File: src/inc/bucc_pkg.sv
/*
 package for the bcd up/down counter control block: register map, field
 layouts, reset values, scan timing, tri-level carrier and state encoding.
 assumes a 100 MHz system clock; included before every design file.
*/
package bucc_pkg;

   // register bus geometry and map
   localparam int           ADDR_W       = 8;
   localparam logic [7:0]   REG_STATUS   = 8'h00;
   localparam logic [7:0]   REG_MASK     = 8'h04;
   localparam logic [7:0]   REG_CTRL     = 8'h08;
   localparam logic [7:0]   REG_COUNT    = 8'h0C;
   localparam logic [7:0]   REG_COMPARE  = 8'h10;
   localparam logic [7:0]   REG_LATCH    = 8'h14;

   // event bits of status and mask
   localparam int           EV_MATCH     = 0;
   localparam int           EV_ZERO      = 1;
   localparam int           EV_LOAD      = 2;
   localparam int           EV_W         = 3;
   localparam logic [2:0]   STATUS_RST   = 3'h0;
   localparam logic [2:0]   MASK_RST     = 3'h0;

   // control register: bit 0 selects the external scan source
   localparam int           CTRL_EXT_BIT = 0;
   localparam logic         CTRL_RST     = 1'h0;

   // counter and digit constants
   localparam logic [15:0]  CNT_RST      = 16'h0000;
   localparam logic [15:0]  CMP_RST      = 16'h0000;
   localparam logic [1:0]   MSD          = 2'h3;
   localparam logic [1:0]   LSD          = 2'h0;

   // scan oscillator: digit on time in ns, rounded up to cycles
   localparam int           CLK_PERIOD_NS = 10;
   localparam int           DIGIT_ON_NS   = 2500;
   localparam int           DIGIT_CYCLES  = (DIGIT_ON_NS + CLK_PERIOD_NS - 1) / CLK_PERIOD_NS;
   localparam int           DIV_W         = 9;

   // tri-level control indices
   localparam int           TRI_CMP      = 0;
   localparam int           TRI_PRE      = 1;
   localparam int           TRI_SEG      = 2;
   localparam int           TRI_N        = 3;

   // decoded three-level input
   typedef struct packed {
      logic high;
      logic low;
      logic open_c;
   } bucc_tri_t;

   // sequencer states
   typedef enum logic [2:0] {
      ST_NORM = 3'b001,
      ST_LOAD = 3'b010,
      ST_OFF  = 3'b100
   } bucc_state_t;

endpackage

File: src/bucc_tri_decode.sv
/*
 synchroniser and decoder for one three-level control pin.
 assumes the pad gives two comparator outputs: above-high and below-low.
*/
`timescale 1ns/1ps
module bucc_tri_decode (
   // clock and reset
   input  wire logic              clk,
   input  wire logic              rst_b,
   // pad comparators
   input  wire logic              pin_hi,
   input  wire logic              pin_lo,
   // decoded level
   output bucc_pkg::bucc_tri_t    level
);
   logic [1:0] meta_q;
   logic [1:0] sync_q;

   // two flops before any decode; first stage feeds only the second
   always_ff @(posedge clk) begin
      if (!rst_b) begin
         meta_q <= 2'h0;
         sync_q <= 2'h0;
      end else begin
         meta_q <= {pin_hi, pin_lo};
         sync_q <= meta_q;
      end
   end

   // both or neither comparator tripped reads as disconnected
   assign level.high   = sync_q[1] & ~sync_q[0];
   assign level.low    = sync_q[0] & ~sync_q[1];
   assign level.open_c = ~(level.high | level.low);
endmodule // bucc_tri_decode

File: src/bucc_seg_enc.sv
/*
 registered bcd to seven segment encoder with blanking.
 assumes segment order {g,f,e,d,c,b,a}, active high.
*/
`timescale 1ns/1ps
module bucc_seg_enc (
   // clock and reset
   input  wire logic        clk,
   input  wire logic        rst_b,
   // digit in
   input  wire logic [3:0]  digit,
   input  wire logic        blank,
   // segments out
   output logic      [6:0]  seg_q
);
   logic [6:0] seg_d;

   // every digit lights a or b, so cascaded parts can sense it
   always_comb begin
      case (digit)
         4'h0:    seg_d = 7'h3F;
         4'h1:    seg_d = 7'h06;
         4'h2:    seg_d = 7'h5B;
         4'h3:    seg_d = 7'h4F;
         4'h4:    seg_d = 7'h66;
         4'h5:    seg_d = 7'h6D;
         4'h6:    seg_d = 7'h7D;
         4'h7:    seg_d = 7'h07;
         4'h8:    seg_d = 7'h7F;
         4'h9:    seg_d = 7'h6F;
         default: seg_d = 7'h79; // non-bcd shows E, still lights a
      endcase
   end

   // blanked digit drives nothing
   always_ff @(posedge clk) begin
      if (!rst_b) begin
         seg_q <= 7'h00;
      end else begin
         seg_q <= blank ? 7'h00 : seg_d;
      end
   end
endmodule // bucc_seg_enc

File: src/bucc_top.sv
/*
 four-decade bcd up/down counter with compare register, output latch,
 multiplexed display scan, bcd port, flags and a small register file.
 assumes pad-side comparators for tri-level pins and an external tri-state
 resolver for the bcd port; one 100 MHz clock.
*/
//
// Contract
// - three control pins decode high, low, open
// - store low updates latch, else hold
// - direction high or open counts up
// - counter reset low holds counter cleared
// - preset load: open normal, high load, low tristate
// - compare load high loads register only
// - compare load low: display off, scan stopped
// - segment control: high off, low no blanking
// - match flag low when counter equals register
// - unblanked digit lights a or b
// - loading scans from internal oscillator only
// - load msd to lsd, resample, repeat
// - both loads open: bcd out scanned
// - counter reset leaves compare register intact
`timescale 1ns/1ps
module bucc_top (
   // clock and reset
   input  wire logic               SYS_CLK,
   input  wire logic               RST_B,
   // register port
   input  wire logic [7:0]         ADDR,
   input  wire logic [31:0]        WDATA,
   input  wire logic               WR,
   input  wire logic               RD,
   output logic      [31:0]        RDATA,
   output logic                    IRQ,
   // tri-level pins, as comparator pairs
   input  wire logic [2:0]         TRI_HI,
   input  wire logic [2:0]         TRI_LO,
   // plain control pins
   input  wire logic               STORE_B,
   input  wire logic               UP_DN,
   input  wire logic               CNT_RST_B,
   input  wire logic               COUNT_IN,
   input  wire logic               SCAN_EXT,
   // bcd port
   input  wire logic [3:0]         BCD_I,
   output logic      [3:0]         BCD_O,
   output logic      [3:0]         BCD_OE,
   // display and flags
   output logic      [6:0]         SEG_O,
   output logic      [3:0]         DIGIT_O,
   output logic                    MATCH_B,
   output logic                    ZERO_B
);
   bucc_pkg::bucc_tri_t             tri_lv [bucc_pkg::TRI_N];
   bucc_pkg::bucc_state_t           state_q;
   logic [8:0]                      pin_meta_q, pin_sync_q;
   logic                            cnt_prev_q, scan_prev_q;
   logic                            store_s, up_s, crst_b_s, count_s, scan_s;
   logic [bucc_pkg::DIV_W-1:0]      div_q;
   logic [1:0]                      digit_q;
   logic                            ld_cnt_q, ld_reg_q, ext_sel_q;
   logic [15:0]                     cnt_q, cmp_q, latch_q;
   logic [2:0]                      status_q, mask_q, ev;
   logic                            tick, tick_int, load_req, nz, blank;
   logic                            match_now, zero_now, match_prev_q, zero_prev_q;
   logic [3:0]                      load_data, bcd_s;
   // one decoder per tri-level pin
   for (genvar i = 0; i < bucc_pkg::TRI_N; i++) begin : g_tri
      bucc_tri_decode u_tri (
         .clk    (SYS_CLK),
         .rst_b  (RST_B),
         .pin_hi (TRI_HI[i]),
         .pin_lo (TRI_LO[i]),
         .level  (tri_lv[i])
      );
   end
   // pin synchronisers, bcd port too since switches are asynchronous; pulled-up pins idle high
   always_ff @(posedge SYS_CLK) begin
      if (!RST_B) begin
         pin_meta_q  <= 9'h007;
         pin_sync_q  <= 9'h007;
         cnt_prev_q  <= 1'b0;
         scan_prev_q <= 1'b0;
      end else begin
         pin_meta_q  <= {BCD_I, SCAN_EXT, COUNT_IN, CNT_RST_B, UP_DN, STORE_B};
         pin_sync_q  <= pin_meta_q;
         cnt_prev_q  <= count_s;
         scan_prev_q <= scan_s;
      end
   end
   assign {bcd_s, scan_s, count_s, crst_b_s, up_s, store_s} = pin_sync_q;
   assign load_req = tri_lv[bucc_pkg::TRI_CMP].high | tri_lv[bucc_pkg::TRI_PRE].high;
   // free-running digit oscillator; stopped while display is off
   always_ff @(posedge SYS_CLK) begin
      if (!RST_B) begin
         div_q <= '0;
      end else if (state_q == bucc_pkg::ST_OFF || (state_q == bucc_pkg::ST_NORM && load_req)) begin
         div_q <= '0;
      end else if (tick_int) begin
         div_q <= '0;
      end else begin
         div_q <= div_q + 1'b1;
      end
   end
   assign tick_int = (div_q == bucc_pkg::DIV_W'(bucc_pkg::DIGIT_CYCLES - 1));
   // external scan only in normal mode; loads keep their own timing
   assign tick = (state_q == bucc_pkg::ST_LOAD || !ext_sel_q) ? tick_int
                 : (scan_s & ~scan_prev_q);
   // sequencer: normal, preset load, display off
   always_ff @(posedge SYS_CLK) begin
      if (!RST_B) begin
         state_q  <= bucc_pkg::ST_NORM;
         digit_q  <= bucc_pkg::MSD;
         ld_cnt_q <= 1'b0;
         ld_reg_q <= 1'b0;
      end else begin
         case (state_q)
            bucc_pkg::ST_NORM: begin
               if (load_req) begin
                  state_q  <= bucc_pkg::ST_LOAD;
                  digit_q  <= bucc_pkg::MSD;
                  ld_cnt_q <= tri_lv[bucc_pkg::TRI_PRE].high;
                  ld_reg_q <= tri_lv[bucc_pkg::TRI_CMP].high;
               end else if (tri_lv[bucc_pkg::TRI_CMP].low) begin
                  state_q <= bucc_pkg::ST_OFF;
                  digit_q <= bucc_pkg::MSD;
               end else if (tick) begin
                  digit_q <= digit_q - 2'h1;
               end
            end
            bucc_pkg::ST_LOAD: begin
               if (tick) begin
                  digit_q <= digit_q - 2'h1;
                  if (digit_q == bucc_pkg::LSD) begin
                     ld_cnt_q <= tri_lv[bucc_pkg::TRI_PRE].high;
                     ld_reg_q <= tri_lv[bucc_pkg::TRI_CMP].high;
                     if (!load_req) begin
                        state_q <= bucc_pkg::ST_NORM;
                     end
                  end
               end
            end
            bucc_pkg::ST_OFF: begin
               digit_q <= bucc_pkg::MSD;
               if (load_req) begin
                  state_q  <= bucc_pkg::ST_LOAD;
                  ld_cnt_q <= tri_lv[bucc_pkg::TRI_PRE].high;
                  ld_reg_q <= tri_lv[bucc_pkg::TRI_CMP].high;
               end else if (!tri_lv[bucc_pkg::TRI_CMP].low) begin
                  state_q <= bucc_pkg::ST_NORM;
               end
            end
            default: begin
               state_q <= bucc_pkg::ST_NORM;
            end
         endcase
      end
   end
   // bcd step by one, ripple carry or borrow across decades
   function automatic logic [15:0] bcd_step(input logic [15:0] v, input logic up);
      logic [15:0] r;
      logic        c;
      logic [3:0]  n;
      r = v;
      c = 1'b1;
      for (int i = 0; i < 4; i++) begin
         n = v[i*4 +: 4];
         if (c && up) begin
            c = (n == 4'h9);
            n = c ? 4'h0 : n + 4'h1;
         end else if (c) begin
            c = (n == 4'h0);
            n = c ? 4'h9 : n - 4'h1;
         end
         r[i*4 +: 4] = n;
      end
      return r;
   endfunction
   // while counter reset is low a load writes zeros; synced data is stable by the digit's end
   assign load_data = crst_b_s ? bcd_s : 4'h0;
   // counter: reset pin wins, then preset, then count
   always_ff @(posedge SYS_CLK) begin
      if (!RST_B) begin
         cnt_q <= bucc_pkg::CNT_RST;
      end else if (!crst_b_s) begin
         cnt_q <= bucc_pkg::CNT_RST;
      end else if (state_q == bucc_pkg::ST_LOAD && ld_cnt_q) begin
         // counting is inhibited for the whole preset cycle
         if (tick) begin
            cnt_q[digit_q*4 +: 4] <= load_data;
         end
      end else if (count_s && !cnt_prev_q) begin
         cnt_q <= bcd_step(cnt_q, up_s);
      end
   end
   // compare register; the counter reset pin reaches it only by zeroing the load data
   always_ff @(posedge SYS_CLK) begin
      if (!RST_B) begin
         cmp_q <= bucc_pkg::CMP_RST;
      end else if (state_q == bucc_pkg::ST_LOAD && ld_reg_q && tick) begin
         cmp_q[digit_q*4 +: 4] <= load_data;
      end
   end
   // output latch follows counter while store is low
   always_ff @(posedge SYS_CLK) begin
      if (!RST_B) begin
         latch_q <= bucc_pkg::CNT_RST;
      end else if (!store_s) begin
         latch_q <= cnt_q;
      end
   end
   // leading zero: this digit and all above are zero, lsd always shown
   always_comb begin
      nz = 1'b0;
      for (int i = 0; i < 4; i++) begin
         if (i >= int'(digit_q) && latch_q[i*4 +: 4] != 4'h0) begin
            nz = 1'b1;
         end
      end
   end
   assign blank = tri_lv[bucc_pkg::TRI_SEG].high || state_q == bucc_pkg::ST_OFF
                  || (tri_lv[bucc_pkg::TRI_SEG].open_c && digit_q != bucc_pkg::LSD && !nz);
   bucc_seg_enc u_seg (
      .clk   (SYS_CLK),
      .rst_b (RST_B),
      .digit (latch_q[digit_q*4 +: 4]),
      .blank (blank),
      .seg_q (SEG_O)
   );
   // digit strobes and bcd output, registered with the segments
   always_ff @(posedge SYS_CLK) begin
      if (!RST_B) begin
         DIGIT_O <= 4'h0;
         BCD_O   <= 4'h0;
         BCD_OE  <= 4'h0;
      end else begin
         DIGIT_O <= (state_q == bucc_pkg::ST_OFF) ? 4'h0 : 4'h1 << digit_q;
         BCD_O   <= latch_q[digit_q*4 +: 4];
         BCD_OE  <= {4{state_q == bucc_pkg::ST_NORM && tri_lv[bucc_pkg::TRI_PRE].open_c
                       && tri_lv[bucc_pkg::TRI_CMP].open_c}};
      end
   end
   // flags, registered; compare is live in every direction
   assign match_now = (cnt_q == cmp_q);
   assign zero_now  = (cnt_q == bucc_pkg::CNT_RST);
   always_ff @(posedge SYS_CLK) begin
      if (!RST_B) begin
         MATCH_B      <= 1'b1;
         ZERO_B       <= 1'b1;
         match_prev_q <= 1'b1; // count and compare are equal at reset: no false rise
         zero_prev_q  <= 1'b1;
      end else begin
         MATCH_B      <= ~match_now;
         ZERO_B       <= ~zero_now;
         match_prev_q <= match_now;
         zero_prev_q  <= zero_now;
      end
   end
   // events: match and zero conditions becoming true (flags falling) and end of a load sequence
   always_comb begin
      ev                     = 3'h0;
      ev[bucc_pkg::EV_MATCH] = match_now & ~match_prev_q;
      ev[bucc_pkg::EV_ZERO]  = zero_now & ~zero_prev_q;
      ev[bucc_pkg::EV_LOAD]  = state_q == bucc_pkg::ST_LOAD && tick
                               && digit_q == bucc_pkg::LSD && !load_req;
   end
   // status write-one-to-clear; a new event beats the clear
   always_ff @(posedge SYS_CLK) begin
      if (!RST_B) begin
         status_q <= bucc_pkg::STATUS_RST;
      end else if (WR && ADDR == bucc_pkg::REG_STATUS) begin
         status_q <= (status_q & ~WDATA[2:0]) | ev;
      end else begin
         status_q <= status_q | ev;
      end
   end
   // mask and control writes
   always_ff @(posedge SYS_CLK) begin
      if (!RST_B) begin
         mask_q    <= bucc_pkg::MASK_RST;
         ext_sel_q <= bucc_pkg::CTRL_RST;
      end else if (WR && ADDR == bucc_pkg::REG_MASK) begin
         mask_q <= WDATA[2:0];
      end else if (WR && ADDR == bucc_pkg::REG_CTRL) begin
         ext_sel_q <= WDATA[bucc_pkg::CTRL_EXT_BIT];
      end
   end
   assign IRQ = |(status_q & mask_q);
   // read data stands one cycle after the strobe, zero elsewhere
   always_ff @(posedge SYS_CLK) begin
      if (!RST_B || !RD) begin
         RDATA <= 32'h0;
      end else begin
         case (ADDR)
            bucc_pkg::REG_STATUS:  RDATA <= {29'h0, status_q};
            bucc_pkg::REG_MASK:    RDATA <= {29'h0, mask_q};
            bucc_pkg::REG_CTRL:    RDATA <= {31'h0, ext_sel_q};
            bucc_pkg::REG_COUNT:   RDATA <= {13'h0, state_q, cnt_q};
            bucc_pkg::REG_COMPARE: RDATA <= {16'h0, cmp_q};
            bucc_pkg::REG_LATCH:   RDATA <= {16'h0, latch_q};
            default:               RDATA <= 32'h0;
         endcase
      end
   end
endmodule // bucc_top

File: config.mk
export PLATFORM = sky130hd
export DESIGN_NAME = bucc_top
export DESIGN_NICKNAME = d
export VERILOG_FILES = /design/src/inc/bucc_pkg.sv /design/src/bucc_tri_decode.sv /design/src/bucc_seg_enc.sv /design/src/bucc_top.sv
export SDC_FILE = /design/constraint.sdc
export NUM_CORES = 1
export LEC_CHECK = 0
export CAP_MARGIN = 0
export CORE_MARGIN = 3
export CORE_UTILIZATION = 58
export CTS_CLUSTER_SIZE = 12
export DETAILED_ROUTE_END_ITERATION = 6
export DONT_BUFFER_PORTS = 1
export PLACE_DENSITY_LB_ADDON = 0.12
export SLEW_MARGIN = 20
export SYNTH_ARGS = -nofsm -noshare
export SYNTH_HDL_FRONTEND = slang
export SYNTH_SLANG_ARGS = --single-unit
File: constraint.sdc
create_clock -name SYS_CLK -period 2.14 [get_ports SYS_CLK]
set_input_delay 0.321 -clock SYS_CLK [delete_from_list [all_inputs] [get_ports SYS_CLK]]
set_output_delay 0.321 -clock SYS_CLK [all_outputs]
set_load 0.01 [all_outputs]
==> impl_metrics.tcl <==
set metrics [dict create \
    max_freq_ghz 0.486 \
    clk_pin_slew_ns 0.06 \
    via_count 5798 \
    worst_slack_ns 0.0813 \
    synth_top_area_share_pct 40.0 \
    synth-seq-cells 142 \
    finalInstanceArea_um2 8030 \
    syn_inst 764 \
    cp-start-kind "flip-flop" \
    clk_latency_ns 0.43 \
    synth_seq_area_share_pct 40.0 \
    crit_path_max_fanout 7 \
    yosys_warnings 0 \
    drc_errors 0 \
    grt_setup_unrepaired "false" \
    crit_arrival_ns 2.35 \
    ctsLongestPathBuffers 2 \
    n_antenna_cell 0 \
    synthesis.area_um2 7100 \
    die_h_um 117 \
    wl_um 17400 \
    avgSynthCellArea_um2 9.29 \
    gp_congestion 0.945 \
    synth_edf_count 0 \
    rows 39 \
    final_nets 858 \
    worstSetupEndpointType "flip-flop" \
    ios 113 \
    grt.overflow.total 0 \
    period_needed_ns 2.06 \
    drt-initial-drc-count 678 \
    grt_pass1_wl_um 28000 \
    setup_viol 0 \
    n_fill_cell 929 \
    ir_worst_vdd_mv 0.788 \
    critical_path_required_ns 2.43 \
    antenna_found_initial 0 \
    avgRoutedWirePerCell_um 18.5 \
    place_area_um2 7350 \
    synthArstFlopShare_pct 0 \
    gr-usage-met2_pct 39.5 \
    syn2layout_area_growth_pct 13.1 \
    cts.sinks 142 \
    detailed_place_hpwl_um 12300 \
    drive_above_1_share_pct 15.0 \
    synth_largest_area_cell "dfxtp_1" \
    slowest_delay_ns 0.51 \
    cellPowerDensity_nw_per_um2 758 \
    tritoncts "yes" \
    cts_buffers 17 \
    maxCapViolations 0 \
    finClkSkew_ns 0.0105 \
    grt_start_max_net_pins 80 \
    slew_headroom_pct 66.5 \
    grtUsageTotal_pct 26.5 \
    die_w_um 117 \
    synth-main-ff-cell "dfxtp_1" \
    hold_ws_ns 0.0149 \
    fin_setup_tns_ns 0 \
    numPortBuffers 0 \
    p_leak_nw 3.29 \
    crit_chain "and4bb_2 > nand3_2 > a2111oi_4 > or2_2 > a211oi_1" \
    synth.area.top_cells "dfxtp_1 (40%), mux2i_1 (5.4%), nor2_1 (3.5%)" \
    design.core.area_um2 11700 \
    root_buffer "clkbuf_16" \
    cpMaxStageDelayCell "dfxtp_1" \
    via_per_inst 6.18 \
    max_slew.worst_pin.slew_ns 0.501 \
    power_mw 6.09 \
    worstSetupPathType "flip-flop to flip-flop" \
    min_path_type "input pin to flip-flop" \
    path_buf_inv 0 \
    busiest_layer "met2" \
    grtUsageMet1_pct 36.5 \
    status "completed" \
    dieArea_um2 13600 \
    crit_family "simple AND/OR/NAND/NOR gates" \
    maxSlewViolCount 0 \
    dr.pass1.iters 7 \
    hold_viol_final 0 \
    ant_nets 0 \
    initial_core_util_pct 60.6 \
    grt_pass1_vias 5469 \
    place_ws_ns 0.0417 \
    htreeDepth 4 \
    fin_crit_sh_pct 96.2 \
    met3_usage_pct 6.94 \
    synth.distinct_cells 80 \
]
[synth_stat cells, types with 4 or more instances]
master and instances:
a211oi_1 10, a21boi_0 6, a21oi_1 22, a222oi_1 14, a22oi_1 4, and2_1 39
and3_1 7, and4_1 5, buf_2 14, buf_4 20, clkbuf_1 30, dfxtp_1 142
ha_1 17, inv_1 23, mux2i_1 38, mux4_1 4, nand2_1 47, nand2b_1 10
nand3_1 16, nand4_1 10, nor2_1 67, nor2b_1 40, nor3_1 19, nor4_1 8
o2111ai_1 4, o21a_1 5, o21ai_0 11, o31ai_1 7, o32ai_1 5, or2_2 5
or3_1 6, xnor2_1 10, xor2_1 22
[sequential cells by signal, summed over array words and instances (netlist names), 6 cells and up]
name	count
cnt_q	16
cmp_q	16
latch_q	16
g_tri.u_tri.sync_q	6
pin_sync_q	9
div_q	9
u_seg.seg_q	7
pin_meta_q	9
RDATA	19
g_tri.u_tri.meta_q	6
[where the power goes]
part / internal, mW / switching (mW)
logic: 0.129 / 0.157
registers: 2.70 / 0.0423
clock network: 1.89 / 1.17
[per-stage QoR]
step           std cells  util [%]
6_report             938      68.6
5_1_grt              938      68.6
4_1_cts              937      68.4
3_5_place_dp         901      62.8
3_3_place_gp         901      62.8
2_1_floorplan        776         -
[repair_timing]
item | CTS | global route
buffers inserted | 0 | 1
resized for setup | 0 | 2
endpoints found under the hold margin | 11 | 0
hold buffers | 4 | 0
endpoints found under the setup margin | 0 | 5
[cell families (layout without fill, tap and decap cells)]
family | Yosys count | after routing | synth area share, %
simple gates | 309 | 309 | 24.6
flops | 142 | 142 | 40.0
compound gates | 125 | 125 | 13.8
buf+inv | 91 | 110 | 6.43
mux | 47 | 47 | 8.11
xor+xnor | 32 | 32 | 3.95
fa+ha+maj | 17 | 17 | 3.00
other cells | 1 | 13 | 0.0528
[layer usage]
| layer | share of wire (%) | wire [um] | up-vias |
|---|---|---|---|
| met5 | 0 | 0 | - |
| met4 | 2.6 | 456 | 0 |
| met3 | 7.7 | 1330 | 37 |
| met2 | 45 | 7820 | 269 |
| met1 | 45 | 7770 | 2766 |
| li1 | - | - | 2726 |
[worst register-to-register path: cells and delay by family, from the launching register on]
| kind | cells | cell delay [ns] |
|---|---|---|
| AO/OA/AOI/OAI | 2 | 0.58 |
| flip-flops | 1 | 0.51 |
| AND/OR/NAND/NOR | 3 | 0.83 |
[path summary, 6_finish.rpt]
path                                               start                        to  slack [ns]  cells past startpoint
worst min register to register  pin_meta_q[2]$_SDFF_PN1_  pin_sync_q[2]$_SDFF_PN1_        0.42                      1
worst max register to register     cnt_q[4]$_SDFFE_PN0P_    cnt_q[15]$_SDFFE_PN0P_        0.08                      5
worst min-delay path                               RST_B  pin_meta_q[5]$_SDFF_PN0_        0.01                      1
worst max-delay path               cnt_q[4]$_SDFFE_PN0P_    cnt_q[15]$_SDFFE_PN0P_        0.08                      5
[cell usage in the layout, fill, tap and decap left out, types with 6 or more instances in the layout]
cell type  synthesis  final
ha_1              17     16
o31ai_1            7      7
and3_1             7      7
conb_1             1     13
nand4_1           10     10
nand3_1           16     16
nor2b_1           40     40
dfxtp_1          142    140
nor2_1            67     67
or3_1              6      6
a211oi_1          10     10
clkbuf_16          0     17
nor3_1            19     18
xnor2_1           10     10
xor2_1            22     22
nand2b_1          10     10
buf_4             20     51
a21oi_1           22     22
nand2_1           47     47
inv_6              0      6
mux2i_1           38     38
a21boi_0           6      6
and2_1            39     39
o21ai_0           11     11
inv_1             23     21
a222oi_1          14     14
nor4_1             8      8
[area by class of cell]
class	instances	area [um^2]	share of cell area [%]
clock buffers	18	439	5.47
well taps	143	179	2.23
clock inverters	14	181	2.26
multi-input cells	543	3870	48.2
flip-flops and latches	142	2850	35.5
repair buffers	55	423	5.27
inverters	23	91.3	1.14
Note: power is estimated with default switching activity, not from simulation.
